$ cat src/ccc_params.svh
// Offsets, field positions, reset values and timing figures of the
// charge-cycle controller. Assumes a 200 MHz clock.
`ifndef CCC_PARAMS_SVH
`define CCC_PARAMS_SVH

// Register offsets (4-bit address, 8-bit data)
`define CCC_ADDR_CTRL 4'h0
`define CCC_ADDR_FAST_CHARGE_CURRENT_SETTING 4'h1
`define CCC_ADDR_IPRE 4'h2
`define CCC_ADDR_ITERM 4'h3
`define CCC_ADDR_VREG 4'h4
`define CCC_ADDR_TIMER 4'h5
`define CCC_ADDR_MON 4'h6
`define CCC_ADDR_STATUS 4'h7

// Control register fields
`define CCC_CTRL_CHG_EN 0
`define CCC_CTRL_TERM_EN 1
`define CCC_CTRL_TMR_EN 2
`define CCC_CTRL_SLOW_EN 3
`define CCC_CTRL_SW_OFF 4
`define CCC_CTRL_IND_DIS 5
`define CCC_CTRL_RECHG_SEL 6

// Monitor register fields
`define CCC_MON_CONT 0
`define CCC_MON_GO 1

// Reset values
`define CCC_CTRL_RST 8'h0E
`define CCC_FAST_CHARGE_CURRENT_SETTING_RST 7'h00
`define CCC_IPRE_RST 4'h0
// 256 mA at 64 mA per step
`define CCC_ITERM_RST 4'h4
// 4.208 V as (4.208 V - 3.840 V) / 16 mV
`define CCC_VREG_RST 6'h17
// Fast-charge timeout code 2'h2 selects 12 hours
`define CCC_TIMER_RST 2'h2
`define CCC_UNMAPPED_DATA 8'h00

// Timing
`define CCC_CLK_MHZ 200
`define CCC_CLK_KHZ 200000
`define CCC_PULSE_US 256
`define CCC_BLINK_HALF_MS 500
`define CCC_SECOND_MS 1000
`define CCC_CONV_MAX_MS 1000

// Safety timeouts in seconds, low-battery limit in hours
`define CCC_LOWBAT_HOURS 4
`define CCC_TMO_SEC_0 17'd18000
`define CCC_TMO_SEC_1 17'd28800
`define CCC_TMO_SEC_2 17'd43200
`define CCC_TMO_SEC_3 17'd72000

`endif

$ cat src/ccc_pkg.sv
// Types of the charge-cycle controller.
// Constants live in ccc_params.svh.
package ccc_pkg;

    typedef enum logic [1:0] {
        PH_DISABLED = 2'b00,
        PH_PRECHARGE = 2'b01,
        PH_FAST = 2'b10,
        PH_DONE = 2'b11
    } ccc_phase_type;

    typedef enum logic [1:0] {
        CUR_NONE = 2'b00,
        CUR_SHORT = 2'b01,
        CUR_PRE = 2'b10,
        CUR_FAST = 2'b11
    } ccc_cursel_type;

    typedef enum logic [1:0] {
        FLT_NONE = 2'b00,
        FLT_TIMER = 2'b11
    } ccc_fault_type;

endpackage

$ cat src/ccc_charge_ctrl.sv
// Charge-cycle controller: phase selection, termination, recharge,
// safety timer, status indicator, host event pulse, monitor sequencing.
// Assumes analogue comparator levels arrive unsynchronised on pins and a
// plain register port driven from the clk domain.
`timescale 1ns/100ps
`include "ccc_params.svh"

module ccc_charge_ctrl
    import ccc_pkg::*;
#(
    parameter int PULSE_CYCLES = `CCC_PULSE_US * `CCC_CLK_MHZ,
    parameter int BLINK_CYCLES = `CCC_BLINK_HALF_MS * `CCC_CLK_KHZ,
    parameter int SEC_CYCLES = `CCC_SECOND_MS * `CCC_CLK_KHZ,
    parameter int CONV_CYCLES = `CCC_CONV_MAX_MS * `CCC_CLK_KHZ
) (
    // Clock, reset, enable
    input wire logic clk,
    input wire logic nrst,
    input wire logic clkEn,
    // Register port
    input wire logic [3:0] regAddr,
    input wire logic [7:0] regWrData,
    input wire logic regWr,
    input wire logic regRd,
    output logic [7:0] regRdData,
    // Pins and comparator levels, asynchronous
    input wire logic chargeAllowN,
    input wire logic converterOn,
    input wire logic inputPresent,
    input wire logic batBelowShort,
    input wire logic batBelowLow,
    input wire logic currentBelowTerm,
    input wire logic batAboveRechgLo,
    input wire logic batAboveRechgHi,
    input wire logic inputPowerLimiting,
    input wire logic thermalRegulation,
    input wire logic suspendFault,
    // Charge control
    output ccc_cursel_type currentSelect,
    output logic batterySwitchOn,
    output logic [6:0] fastChargeCurrentSetting,
    output logic [3:0] prechargeCurrentSetting,
    output logic [3:0] termCurrentSetting,
    output logic [5:0] chargeVoltageSetting,
    // Indicator, open drain, enable low while pulling low
    output logic indicatorOut,
    output logic indicatorOeN,
    // Host event, one pulse of PULSE_CYCLES
    output logic hostEvent,
    // Monitor sequencing
    output logic monitorActive,
    output logic [3:0] monitorSample
);

    // Synchroniser, first stage read only by the second
    logic [10:0] syncA;
    logic [10:0] syncB;
    always_ff @(posedge clk) begin
        if (!nrst) begin
            syncA <= 11'h001;
            syncB <= 11'h001;
        end else if (clkEn) begin
            syncA <= {converterOn, inputPresent, batBelowShort, batBelowLow,
                      currentBelowTerm, batAboveRechgLo, batAboveRechgHi,
                      inputPowerLimiting, thermalRegulation, suspendFault,
                      chargeAllowN};
            syncB <= syncA;
        end
    end

    logic convOn, inPresent, belowShort, belowLow, lowCurrent;
    logic aboveLo, aboveHi, limiting, thermal, suspend, allowN;
    assign {convOn, inPresent, belowShort, belowLow, lowCurrent, aboveLo,
            aboveHi, limiting, thermal, suspend, allowN} = syncB;

    // Registers
    logic [7:0] ctrl;
    logic [1:0] timeoutSelect;
    logic monitorContinuousSelect;
    logic convBusy;
    ccc_phase_type phase;
    ccc_fault_type chargeFault;

    logic chgEn, termEn, tmrEn, slowEn, swOff, indDis, rechgSel;
    assign chgEn = ctrl[`CCC_CTRL_CHG_EN];
    assign termEn = ctrl[`CCC_CTRL_TERM_EN];
    assign tmrEn = ctrl[`CCC_CTRL_TMR_EN];
    assign slowEn = ctrl[`CCC_CTRL_SLOW_EN];
    assign swOff = ctrl[`CCC_CTRL_SW_OFF];
    assign indDis = ctrl[`CCC_CTRL_IND_DIS];
    assign rechgSel = ctrl[`CCC_CTRL_RECHG_SEL];

    logic wrMon, rdStatus;
    assign wrMon = clkEn && regWr && regAddr == `CCC_ADDR_MON;
    assign rdStatus = clkEn && regRd && regAddr == `CCC_ADDR_STATUS;

    always_ff @(posedge clk) begin
        if (!nrst) begin
            ctrl <= `CCC_CTRL_RST;
            fastChargeCurrentSetting <= `CCC_FAST_CHARGE_CURRENT_SETTING_RST;
            prechargeCurrentSetting <= `CCC_IPRE_RST;
            termCurrentSetting <= `CCC_ITERM_RST;
            chargeVoltageSetting <= `CCC_VREG_RST;
            timeoutSelect <= `CCC_TIMER_RST;
            monitorContinuousSelect <= 1'b0;
        end else if (clkEn && regWr) begin
            case (regAddr)
                `CCC_ADDR_CTRL: ctrl <= {1'b0, regWrData[6:0]};
                `CCC_ADDR_FAST_CHARGE_CURRENT_SETTING: fastChargeCurrentSetting <= regWrData[6:0];
                `CCC_ADDR_IPRE: prechargeCurrentSetting <= regWrData[3:0];
                `CCC_ADDR_ITERM: termCurrentSetting <= regWrData[3:0];
                `CCC_ADDR_VREG: chargeVoltageSetting <= regWrData[5:0];
                `CCC_ADDR_TIMER: timeoutSelect <= regWrData[1:0];
                `CCC_ADDR_MON: begin
                    monitorContinuousSelect <= regWrData[`CCC_MON_CONT];
                end
                default: ;
            endcase
        end
    end

    // Charge enable from bit, pin and current setting
    logic chargeEnabled;
    assign chargeEnabled = chgEn && !allowN
                           && fastChargeCurrentSetting != 7'h00;

    logic startOk;
    assign startOk = convOn && chargeEnabled
                     && chargeFault == FLT_NONE && !swOff;

    logic rechgAbove;
    assign rechgAbove = rechgSel ? aboveHi : aboveLo;

    logic regulating;
    assign regulating = limiting || thermal;

    logic charging;
    assign charging = phase == PH_PRECHARGE || phase == PH_FAST;

    logic terminate;
    assign terminate = phase == PH_FAST && lowCurrent && rechgAbove
                       && !regulating && termEn;

    function automatic ccc_phase_type phaseFor(input logic lowBat);
        phaseFor = lowBat ? PH_PRECHARGE : PH_FAST;
    endfunction

    function automatic logic [16:0] timeoutSec(input logic lowBat,
                                               input logic [1:0] sel);
        if (lowBat) begin
            timeoutSec = 17'(`CCC_LOWBAT_HOURS * 3600);
        end else begin
            case (sel)
                2'h0: timeoutSec = `CCC_TMO_SEC_0;
                2'h1: timeoutSec = `CCC_TMO_SEC_1;
                2'h2: timeoutSec = `CCC_TMO_SEC_2;
                default: timeoutSec = `CCC_TMO_SEC_3;
            endcase
        end
    endfunction

    // One-second tick shared by timer and monitor
    logic [27:0] secCnt;
    logic secTick;
    always_ff @(posedge clk) begin
        if (!nrst) begin
            secCnt <= 28'h0000000;
            secTick <= 1'b0;
        end else if (clkEn) begin
            secTick <= secCnt == 28'(SEC_CYCLES - 1);
            if (secCnt == 28'(SEC_CYCLES - 1)) begin
                secCnt <= 28'h0000000;
            end else begin
                secCnt <= secCnt + 28'h0000001;
            end
        end
    end

    // Safety timer
    logic [16:0] tmrSec;
    logic halfPhase;
    logic timerExpire;
    logic tmrRestart;
    ccc_phase_type next_phase;

    assign timerExpire = charging && tmrEn
                         && tmrSec >= timeoutSec(belowLow, timeoutSelect);

    assign tmrRestart = next_phase != phase;

    always_ff @(posedge clk) begin
        if (!nrst) begin
            tmrSec <= 17'h00000;
            halfPhase <= 1'b0;
        end else if (clkEn) begin
            if (tmrRestart || !tmrEn || !charging) begin
                tmrSec <= 17'h00000;
                halfPhase <= 1'b0;
            end else if (secTick) begin
                halfPhase <= !halfPhase;
                // Half rate only counts every second tick
                if (!(slowEn && regulating) || halfPhase) begin
                    tmrSec <= tmrSec + 17'h00001;
                end
            end
        end
    end

    // Charge phase machine
    always_comb begin
        next_phase = phase;
        case (phase)
            PH_DISABLED: begin
                if (startOk) begin
                    next_phase = phaseFor(belowLow);
                end
            end
            PH_PRECHARGE, PH_FAST: begin
                if (!chargeEnabled || swOff || !convOn) begin
                    next_phase = PH_DISABLED;
                end else if (timerExpire) begin
                    next_phase = PH_DISABLED;
                end else if (terminate) begin
                    next_phase = PH_DONE;
                end else begin
                    next_phase = phaseFor(belowLow);
                end
            end
            PH_DONE: begin
                // Dropping enable returns to idle, so a toggle restarts
                if (!chargeEnabled || swOff || !convOn) begin
                    next_phase = PH_DISABLED;
                end else if (!rechgAbove) begin
                    next_phase = phaseFor(belowLow);
                end
            end
            default: next_phase = PH_DISABLED;
        endcase
    end

    always_ff @(posedge clk) begin
        if (!nrst) begin
            phase <= PH_DISABLED;
        end else if (clkEn) begin
            phase <= next_phase;
        end
    end

    // Fault field, clear on status read, a new expiry wins
    always_ff @(posedge clk) begin
        if (!nrst) begin
            chargeFault <= FLT_NONE;
        end else if (clkEn) begin
            if (timerExpire) begin
                chargeFault <= FLT_TIMER;
            end else if (rdStatus) begin
                chargeFault <= FLT_NONE;
            end
        end
    end

    // Charge path outputs
    always_ff @(posedge clk) begin
        if (!nrst) begin
            currentSelect <= CUR_NONE;
            batterySwitchOn <= 1'b0;
        end else if (clkEn) begin
            if (!charging) begin
                currentSelect <= CUR_NONE;
            end else if (belowShort) begin
                currentSelect <= CUR_SHORT;
            end else if (belowLow) begin
                currentSelect <= CUR_PRE;
            end else begin
                currentSelect <= CUR_FAST;
            end
            // Odd parity marks precharge and fast; opens on the done edge
            batterySwitchOn <= (^next_phase) && !swOff;
        end
    end

    // Host event pulse
    logic [15:0] pulseCnt;
    always_ff @(posedge clk) begin
        if (!nrst) begin
            pulseCnt <= 16'h0000;
            hostEvent <= 1'b0;
        end else if (clkEn) begin
            if ((charging && next_phase == PH_DONE) || timerExpire) begin
                pulseCnt <= 16'(PULSE_CYCLES - 1);
                hostEvent <= 1'b1;
            end else if (pulseCnt != 16'h0000) begin
                pulseCnt <= pulseCnt - 16'h0001;
            end else begin
                hostEvent <= 1'b0;
            end
        end
    end

    // Indicator with 1 Hz blink
    logic [26:0] blinkCnt;
    logic blinkLevel;
    always_ff @(posedge clk) begin
        if (!nrst) begin
            blinkCnt <= 27'h0000000;
            blinkLevel <= 1'b0;
        end else if (clkEn) begin
            if (blinkCnt == 27'(BLINK_CYCLES - 1)) begin
                blinkCnt <= 27'h0000000;
                blinkLevel <= !blinkLevel;
            end else begin
                blinkCnt <= blinkCnt + 27'h0000001;
            end
        end
    end

    always_ff @(posedge clk) begin
        if (!nrst) begin
            indicatorOut <= 1'b0;
            indicatorOeN <= 1'b1;
        end else if (clkEn) begin
            indicatorOut <= 1'b0;
            if (indDis) begin
                indicatorOeN <= 1'b1;
            end else if (suspend || chargeFault != FLT_NONE) begin
                indicatorOeN <= blinkLevel;
            end else begin
                indicatorOeN <= !charging;
            end
        end
    end

    // Battery monitor sequencing
    logic [27:0] convCnt;
    logic convDone;
    assign convDone = convBusy && convCnt == 28'(CONV_CYCLES - 1);

    always_ff @(posedge clk) begin
        if (!nrst) begin
            convBusy <= 1'b0;
            convCnt <= 28'h0000000;
        end else if (clkEn) begin
            if (monitorContinuousSelect) begin
                convBusy <= 1'b1;
                convCnt <= secTick ? 28'h0000000 : convCnt;
            end else if (convDone) begin
                convBusy <= 1'b0;
                convCnt <= 28'h0000000;
            end else if (convBusy) begin
                convCnt <= convCnt + 28'h0000001;
            end else if (wrMon && regWrData[`CCC_MON_GO]
                         && !regWrData[`CCC_MON_CONT]) begin
                convBusy <= 1'b1;
                convCnt <= 28'h0000000;
            end
        end
    end

    // No result before the monitor shows itself active
    logic sampleNow, tickActive;
    assign tickActive = secTick && monitorActive;
    assign sampleNow = monitorContinuousSelect ? tickActive : convDone;

    always_ff @(posedge clk) begin
        if (!nrst) begin
            monitorSample <= 4'h0;
            monitorActive <= 1'b0;
        end else if (clkEn) begin
            monitorActive <= convBusy;
            // Bits: current, input, system, battery
            monitorSample <= sampleNow
                ? {charging, inPresent, 1'b1, 1'b1} : 4'h0;
        end
    end

    // Read port, data one cycle after the strobe
    always_ff @(posedge clk) begin
        if (!nrst) begin
            regRdData <= 8'h00;
        end else if (clkEn) begin
            if (regRd) begin
                case (regAddr)
                    `CCC_ADDR_CTRL: regRdData <= ctrl;
                    `CCC_ADDR_FAST_CHARGE_CURRENT_SETTING: regRdData <= {1'b0,
                                                  fastChargeCurrentSetting};
                    `CCC_ADDR_IPRE: regRdData <= {4'h0,
                                                  prechargeCurrentSetting};
                    `CCC_ADDR_ITERM: regRdData <= {4'h0, termCurrentSetting};
                    `CCC_ADDR_VREG: regRdData <= {2'h0, chargeVoltageSetting};
                    `CCC_ADDR_TIMER: regRdData <= {6'h00, timeoutSelect};
                    `CCC_ADDR_MON: regRdData <= {6'h00, convBusy,
                                                 monitorContinuousSelect};
                    `CCC_ADDR_STATUS: regRdData <= {2'h0, inPresent,
                        batterySwitchOn, chargeFault, phase};
                    default: regRdData <= `CCC_UNMAPPED_DATA;
                endcase
            end else begin
                regRdData <= 8'h00;
            end
        end
    end

endmodule

$ cat config.mk
export PLATFORM = sky130hd
export DESIGN_NAME = ccc_charge_ctrl
export DESIGN_NICKNAME = d
export VERILOG_FILES = /design/src/ccc_pkg.sv /design/src/ccc_charge_ctrl.sv
export VERILOG_INCLUDE_DIRS = /design/src /design/src/src
export SDC_FILE = /design/constraint.sdc
export NUM_CORES = 1
export LEC_CHECK = 0
export BUFFER_PORTS_ARGS = -buffer_cell sky130_fd_sc_hd__buf_2
export CAP_MARGIN = 30
export CORE_MARGIN = 1
export CORE_UTILIZATION = 60
export DETAILED_ROUTE_END_ITERATION = 8
export PLACE_DENSITY = 0.79
export SETUP_SLACK_MARGIN = 0.3
export SYNTH_ARGS = -nofsm -noshare
export SYNTH_HDL_FRONTEND = slang
export SYNTH_SLANG_ARGS = --single-unit
$ cat constraint.sdc
create_clock -name clk -period 7.4 [get_ports clk]
set_input_delay 1.48 -clock clk [delete_from_list [all_inputs] [get_ports clk]]
set_output_delay 1.48 -clock clk [all_outputs]
set_load 0.01 [all_outputs]
==> impl_results.md, run 1 <==
* DIE HEIGHT at 129 µm
* Num ports at 68
* Post-synthesis mux area share at 0.0789
* Die area at 0.0165 mm²
* Power Dens Cells at 227 mW/mm²
* Initial antenna violation count at 0
* Max_cap viols at 0
* XOR/XNOR Fraction of Synth Area at 0.0821
* Clock buffer depth at 2
* Synth Warn # at 0
* HPWL after DPL at 14.8 mm
* Synth cell types at 68
* Area Growth Syn to Fin at 11.2%
* Largest area contributor in the netlist: dfxtp_1
* Worst-margin pin slew at about 980 ps
* Slew headroom at 0.345
* H-Tree Depth at 4
* Insertion delay to the later sink of the worst-skew pair at ~450 ps
* Number of diodes at 0
* Core ar. at roughly 0.015 mm²
* Post-Layout Cell Count at 1364
* Kind of critical path: in -> reg
* Adder-Cell Fraction of Synth Area at 0.0365
* Clk slew on worst S/H paths at ~70 ps
* 1st-pass router iterations at 5
* Final Setup Violations at 0
* Fin Hold WS at 466 ps
* Outcome: completed
* Async S/R FF share, synth at 0
* Number of synthesized flops with an enable pin at 0
* Largest family of logic cells by synthesized area: simple AND/OR/NAND/NOR gates
* DRC viols at 0
* FP Rows at between 40 and 50
* Layout Nets at 1196
* HP Class: reg -> reg
* Initial core utilization at 0.623
* WL final at 21.5 mm
* Pleak at 4.17 nW
* Maximum clock frequency at 0.247 GHz
* Hold Buf Count CTS at 0
* Final min period at 4050 ps
* Vias in the first global route at 7407
* Area share of the largest cell type after synthesis at 0.400
* Die X at 129 µm
* Layout cell share with drive strength beyond 1 at 0.108
* Setup bufs post-CTS at 0
* Num Clock Sinks at 192
* I/O Buffers at 64
* Data arrival, critical path at between 4000 and 5000 ps
* Crit. End Element: flip-flop
* Inserted Clock Buffers at 17
* Synthesized cell area at 0.00961 mm²
* RSZ-0062 raised after global routing: no
* Crit path required time at between 7000 and 8000 ps
* Compound-gate portion of the synthesized area at 0.0957
* Routed Antenna Nets at 0
* Largest net degree at the start of global routing at 66
* Syn Area/Cell at just under 9 µm²
* Post-synthesis instance total at 1100
* Vias per cell at 5.72
* Commonest cells in the netlist: dfxtp_1, nand2_1, nor2_1
* Top FF cell, synth: dfxtp_1
* CTS tree: built
* Fill cell total of the finished layout at approximately 1200
* Post-CTS Resized at 0
* Placed insts at 1332
* Root Buffer: clkbuf_16
* Final worst slack at 3350 ps
* Simple-Gate Fraction of Synth Area at 0.272
* Final core area utilization at 0.693
* WL per Instance at roughly 16 µm
* Vias post-DR at between 7000 and 8000
* Worst clock skew at 13.4 ps
* Fin Setup TNS at 0 ps
* Synth Register Bits at 192
* Most numerous cell in the Yosys netlist: dfxtp_1
* First-pass GRT wire length at 36.2 mm
* Worst-path fanout max at 22
* Sequential-to-total area share from yosys stat at 0.400
* Synth top area cells: dfxtp_1, mux2i_1, xor2_1
* Total GRT Usage at 0.276
* Gr ovfl total at 0
* DP Worst Slack at 2930 ps
* Worst VDD drop at 0.000166 V
* Crit start category: primary input
* Max Transition Viols Final at 0
* Initial DRC count at 594
* Routability cong. at 0.835
* Final Cycle Share at 0.547
* Final Hold Fails at 0
## layer usage
layer  vias up  GRT usage  share of wire
met5         -          0              0
met4         0      0.113          0.029
met3        41     0.0516          0.046
met2       184      0.450           0.46
met1      3673      0.362           0.46
li1       3904          -              -
## worst paths after layout
kind | startpoint | slack, ps | to | cells after the start
worst max-delay path | clkEn | 3350 | convCnt[26] | 9
worst min-delay path | hostEvent | 470 | hostEvent | 2
worst max register to register | syncB[7] | 3670 | tmrSec[1] | 13
worst min register to register | hostEvent | 470 | hostEvent | 2
## cells in the final DEF, fill, tap and decap left out, types with 15 or more instances in the layout
master | synthesis | routed
clkbuf_16 | 0 | 17
nor3_1 | 21 | 21
xnor2_1 | 36 | 36
mux2i_1 | 63 | 63
nor2_1 | 119 | 119
nand3_1 | 51 | 51
nor2b_1 | 67 | 67
inv_1 | 30 | 30
a21boi_0 | 20 | 20
ha_1 | 28 | 28
nand4_1 | 24 | 24
dfxtp_1 | 192 | 192
and2_1 | 15 | 15
nor4_1 | 18 | 17
xor2_1 | 54 | 54
a21oi_1 | 19 | 19
buf_2 | 2 | 64
nand2_1 | 123 | 123
and3_1 | 15 | 15
## critical path: stages
cell and delay [ps]:
buf_4 290, nand2b_1 200, o41ai_1 830, o221ai_1 560, nor3_1 400, and4_1 310
nand3_1 110, xor2_1 130, nor2_1 50
## state kept, by name, indices dropped and copies added, names as in the netlist, 7 cells and up
name and cells:
fastChargeCurrentSetting 7, regRdData 7, convCnt 28, tmrSec 17, syncB 11, secCnt 28, ctrl 7, pulseCnt 16
syncA 11, blinkCnt 27
## power breakdown
group          total, mW  switching (mW)  internal [mW]
sequential          1.13          0.0436           1.08
clock              0.976           0.455          0.521
combinational      0.322           0.180          0.141
total               2.43           0.679           1.75
## stage by stage
step / power [mW] / cell area (µm²)
finish: 2.43 / 10700
global route: 2.54 / 10700
CTS: 2.44 / 10700
detailed placement: 1.47 / 10000
global placement: 1.46 / 10000
floorplan: 1.40 / 9610
## final cells by class
type	instances	area, µm²	area share
inverters	30	113	0.0105
flip-flops and latches	192	3840	0.360
repair buffers	72	380	0.0356
clock buffers	17	425	0.0398
clock inverters	15	215	0.0201
multi-input cells	827	5440	0.509
well taps	211	264	0.0247
## cell families (layout without fill, tap and decap cells)
group                      after synthesis  in the layout
adders and majority gates               28             28
AOI/OAI and AO/OA                      124            124
muxes                                   69             69
buffers and inverters                   82            134
DFF                                    192            192
and+or+nand+nor                        514            514
xor gates and xnor gates                90             90
other                                    1              2
Note: power is estimated with default switching activity, not from simulation.
==> run 2, diff against run 1 <==
==> constraint.sdc (replaced) <==
create_clock -name clk -period 4.2 [get_ports clk]
set_input_delay 0.84 -clock clk [delete_from_list [all_inputs] [get_ports clk]]
set_output_delay 0.84 -clock clk [all_outputs]
set_load 0.01 [all_outputs]
==> run 2 against run 1 <==
Compared with the run above: via count grew 0.90%; power rose by 75%; hold slack is essentially flat; clock power grew 73%; critical path depth is 4 higher; utilization is 0.24 points higher; register-to-register slack got worse by 3100 ps; final area rose by 0.35%; wire length down 1.5%; sequential power is 76% higher; sequential share of layout area fell by 0.13 points; largest cell class unchanged.
==> impl_results.md, run 2 (synthesized netlist as in run 1, its figures left out) <==
* Outcome: completed
* Routability cong. at ~0.83
* Worst-path fanout max at 20
* FP Rows at 45
* Crit start category: flip-flop
* Seq pwr share at 0.469
* Slowest-stage cell, CP: or3_1
* Pleak at 4.20 nW
* Routed Antenna Nets at 0
* Initial DRC count at about 600
* Max_cap viols at 0
* Vias in the first global route at 7275
* Layout Nets at around 1200
* Fin Setup TNS at 0 ps
* Slew headroom at 0.387
* Initial core utilization at 0.623
* Die X at 129 µm
* Worst path max stage delay at approximately 530 ps
* Largest net degree at the start of global routing at 95
* Crit-path cells: inv_1 > ha_1 > nor2_1 > ha_1 > and3_1 > nand3_1 > or3_1 > o21ai_1 > or4_1 > a31oi_1 > buf_4 > or3_1 > o311ai_1
* Power Total at about 4.2 mW
* H-Tree Depth at 4
* Final Setup Violations at 0
* HPWL after DPL at around 15 mm
* Gr ovfl total at 0
* Clk slew on worst S/H paths at 70 ps
* DP Worst Slack at around 560 ps
* Final Hold Fails at 0
* Combinational share of power at 0.132
* Inserted Clock Buffers at 17
* Layout cell share with drive strength beyond 1 at 0.113
* Maximum clock frequency at roughly 0.27 GHz
* First-pass GRT wire length at 35.3 mm
* Reg area at 0.00384 mm²
* Vias per cell at 5.74
* Area Growth Syn to Fin at 11.6%
* Fin area at 0.0107 mm²
* Data arrival, critical path at 3980 ps
* Initial antenna violation count at 2
* Num Clock Sinks at around 190
* Post-Layout Cell Count at between 1000 and 1500
* Worst-margin pin slew at approximately 900 ps
* Placed insts at approximately 1300
* P_int at 3.10 mW
* Power share of the clock group at 0.399
* Crit. End Element: flip-flop
* Max Transition Viols Final at 0
* 1st-pass router iterations at 5
* Power Dens Cells at roughly 400 mW/mm²
* Switching share of power at 0.270
* WL final at 21.2 mm
* Vias post-DR at slightly below 8000
* Most common cell after layout, fill and taps aside: dfxtp_1
* Kind of critical path: reg -> reg
* Final worst slack at 553 ps
* CTS tree: built
* Placed cell area at between 0.01 and 0.015 mm²
* Num ports at 68
* Biggest registers after layout: convCnt (28), secCnt (28), blinkCnt (27)
* Insertion delay to the later sink of the worst-skew pair at between 400 and 500 ps
* RSZ-0062 raised after global routing: no
* Fin Hold WS at approximately 470 ps
* Clock buffer depth at 2
* I/O Buffers at 64
* HP Class: reg -> reg
* Total GRT Usage at 0.268
* Fill cell total of the finished layout at between 1000 and 1500
* WL per Instance at 15.5 µm
* Core ar. at around 0.015 mm²
* Final Cycle Share at 0.868
* Worst clock skew at 9.20 ps
* Root Buffer: clkbuf_16
* Crit path required time at approximately 4500 ps
* Most frequent cells in the layout: dfxtp_1, nand2_1, nor2_1, nor2b_1, buf_2
* Multi-input gate area at 0.00545 mm²
* Die area at 0.0165 mm²
* Switching power at 1.14 mW
* Final core area utilization at 0.695
* Final min period at about 3600 ps
* DRC viols at 0
* DIE HEIGHT at 129 µm
* Worst VDD drop at 0.000531 V
==> run 2: cell types whose count changed in the layout (fill, tap and decap cells not counted), sizes merged <==
| cell | previous run | this run |
|---|---|---|
| buf | 72 | 78 |
| clkbuf | 17 | 19 |
| inv | 36 | 35 |
| diode | 0 | 1 |
| clkinv | 6 | 5 |
==> run 2: final cells by class <==
| type | count | share of cell area |
|---|---|---|
| Inverter | 30 | 0.0105 |
| Clock buffer | 19 | 0.0422 |
| Clock inverter | 13 | 0.0159 |
| Tap cell | 211 | 0.0246 |
| Timing Repair Buffer | 78 | 0.0397 |
| Sequential cell | 192 | 0.359 |
| Antenna cell | 1 | 0.000233 |
| Multi-Input combinational cell | 827 | 0.508 |
==> run 2: power groups by stage <==
stage               combinational (mW)  sequential, mW  clock, mW
floorplan                        0.455            2.01          0
global placement                 0.541            2.02          0
detailed placement               0.554            2.03          0
CTS                              0.560            1.99       1.71
global route                     0.627            2.00       1.78
finish                           0.561            1.99       1.69
==> run 2: worst max-delay path, delay by kind of cell (launching register included) <==
family	cells	cell delay, ps
AO/OA/AOI/OAI	3	720
adder cells (fa/ha/maj)	2	590
flip-flops	1	480
AND/OR/NAND/NOR	6	1380
buffers and inverters	2	370
==> run 2: final timing paths <==
check / cells after the start / to / slack (ps) / from
setup / recovery: 13 / halfPhase / 550 / timeoutSelect[0]
hold / removal: 2 / hostEvent / 470 / hostEvent
setup reg to reg: 13 / halfPhase / 550 / timeoutSelect[0]
hold reg to reg: 2 / hostEvent / 470 / hostEvent
==> run 2: repair_timing <==
action | 4_1_cts | 5_1_grt
endpoints found under the setup margin | 0 | 10
hold buffers | 0 | 0
hold endpoints to repair | 0 | 0
setup buffers | 0 | 1
gates resized for setup | 0 | 1
==> run 2: layer usage <==
| layer | wire [µm] | GRT usage | vias to the layer above |
|---|---|---|---|
| li1 | - | - | 3921 |
| met1 | 9820 | 0.352 | 3723 |
| met2 | 9840 | 0.436 | 191 |
| met3 | 1090 | 0.0561 | 35 |
| met4 | 427 | 0.100 | 2 |
| met5 | 9 | 0 | - |
==> run 3, diff against run 2 <==
--- a/config.mk
+++ b/config.mk
@@ -6,7 +6,7 @@
 export SDC_FILE = /design/constraint.sdc
 export NUM_CORES = 1
 export LEC_CHECK = 0
-export BUFFER_PORTS_ARGS = -buffer_cell sky130_fd_sc_hd__buf_2
+export BUFFER_PORTS_ARGS = -buffer_cell sky130_fd_sc_hd__clkbuf_2
 export CAP_MARGIN = 30
 export CORE_MARGIN = 1
 export CORE_UTILIZATION = 60
==> run 3 against run 2 <==
Compared with the run above: final cell count up 0.29%; largest power group unchanged; first-iteration DRC count down 9.0%; critical path type unchanged; combinational power up 2%; register-to-register slack about the same; die area unchanged; fmax down 0.34%; utilization unchanged.
==> impl_results.md, run 3 (synthesized netlist as in run 1, its figures left out) <==
* Final worst slack at 541 ps
* Crit path required time at 4540 ps
* FP Rows at 45
* Placed cell area at 0.0101 mm²
* RSZ-0062 raised after global routing: no
* Largest net degree at the start of global routing at 92
* First-pass GRT wire length at approximately 36 mm
* Initial core utilization at 0.623
* Max Transition Viols Final at 0
* Worst clock skew at 14.3 ps
* WL final at 21.7 mm
* Final min period at around 3700 ps
* Outcome: completed
* Power share of the clock group at 0.385
* Num ports at 68
* Worst-margin pin slew at 956 ps
* P_int at 2.96 mW
* Area Growth Syn to Fin at 11.6%
* Most common cell after layout, fill and taps aside: dfxtp_1
* Die area at ~0.017 mm²
* HP Class: reg -> reg
* Switching power at 1.20 mW
* Final Cycle Share at 0.871
* CTS tree: built
* Final Setup Violations at 0
* Fill cell total of the finished layout at 1253
* Initial antenna violation count at 0
* Root Buffer: clkbuf_16
* Layout cell share with drive strength beyond 1 at 0.116
* I/O Buffers at 64
* Clk slew on worst S/H paths at about 80 ps
* Vias in the first global route at 7314
* Data arrival, critical path at 4000 ps
* Switching share of power at 0.288
* Num Clock Sinks at 192
* Vias post-DR at 7894
* Fin area at 0.0107 mm²
* Routability cong. at 0.866
* Final Hold Fails at 0
* Slew headroom at 0.361
* Kind of critical path: reg -> reg
* DRC viols at 0
* Biggest registers after layout: convCnt (28), secCnt (28), blinkCnt (27)
* Initial DRC count at between 500 and 600
* Power Dens Cells at 388 mW/mm²
* Crit start category: flip-flop
* Routed Antenna Nets at 0
* Die X at 129 µm
* Maximum clock frequency at 0.273 GHz
* Crit. End Element: flip-flop
* Gr ovfl total at 0
* DP Worst Slack at 450 ps
* Clock buffer depth at 2
* Combinational share of power at 0.138
* Core ar. at 0.0154 mm²
* HPWL after DPL at 15.0 mm
* Worst-path fanout max at 9
* DIE HEIGHT at roughly 130 µm
* Worst VDD drop at 0.000400 V
* Vias per cell at 5.74
* WL per Instance at ~16 µm
* Inserted Clock Buffers at 17
* 1st-pass router iterations at 5
* Total GRT Usage at 0.271
* Layout Nets at 1206
* Seq pwr share at 0.478
* Fin Setup TNS at 0 ps
* Insertion delay to the later sink of the worst-skew pair at 450 ps
* Pleak at 4.19 nW
* Most frequent cells in the layout: dfxtp_1, nand2_1, nor2_1, nor2b_1
* Max_cap viols at 0
* H-Tree Depth at 4
run 3: worst max-delay path, stage by stage, from the launching register on:
cell and delay, ps:
dfxtp_1 400, inv_1 130, ha_1 310, nor2_1 50
ha_1 270, and3_1 150, nand3_1 110, or3_1 440
o21a_1 230, a211oi_4 290, xnor2_1 180, buf_4 220
or3_1 490, o311ai_1 290
run 3: path summary, 6_finish.rpt:
path	startpoint	to	slack, ps	cells past startpoint
worst max-delay path	timeoutSelect[1]	halfPhase	540	13
worst max register to register	timeoutSelect[1]	halfPhase	540	13
worst min register to register	hostEvent	hostEvent	480	2
worst min-delay path	hostEvent	hostEvent	480	2
run 3: what timing repair did:
item	CTS	global route
gates resized for setup	0	2
buffers inserted	0	1
setup endpoints to repair	0	15
hold buffers	0	0
run 3: per-layer routing:
layer,wire [µm],vias to the layer above,GRT usage
li1,-,3925,-
met1,10000,3713,0.359
met2,10100,220,0.437
met3,1050,36,0.0516
met4,514,0,0.109
met5,0,-,0
run 3: per-stage QoR:
stage          utilization  instances  hold slack, ps  power [mW]
2_1_floorplan            -       1101             433        2.47
3_3_place_gp         0.655       1339             457        2.57
3_5_place_dp         0.656       1341             464        2.59
4_1_cts              0.694       1373             481        4.17
5_1_grt              0.695       1374             515        4.33
6_report             0.695       1375             478        4.16
run 3: layout make-up:
cell class | count | area [µm²] | area share
multi-input cells | 827 | 5450 | 0.508
flip-flops and latches | 192 | 3840 | 0.359
repair buffers | 82 | 458 | 0.0427
clock buffers | 17 | 425 | 0.0397
well taps | 211 | 264 | 0.0246
clock inverters | 15 | 164 | 0.0153
inverters | 30 | 113 | 0.0105
diodes | 1 | 2.50 | 0.000233
run 3: power by group through the flow:
stage / clock network (mW) / registers (mW) / logic (mW)
floorplan: 0 / 2.01 / 0.455
global placement: 0 / 2.02 / 0.549
detailed placement: 0 / 2.03 / 0.563
CTS: 1.62 / 1.99 / 0.569
global route: 1.69 / 2.00 / 0.642
finish: 1.60 / 1.99 / 0.572
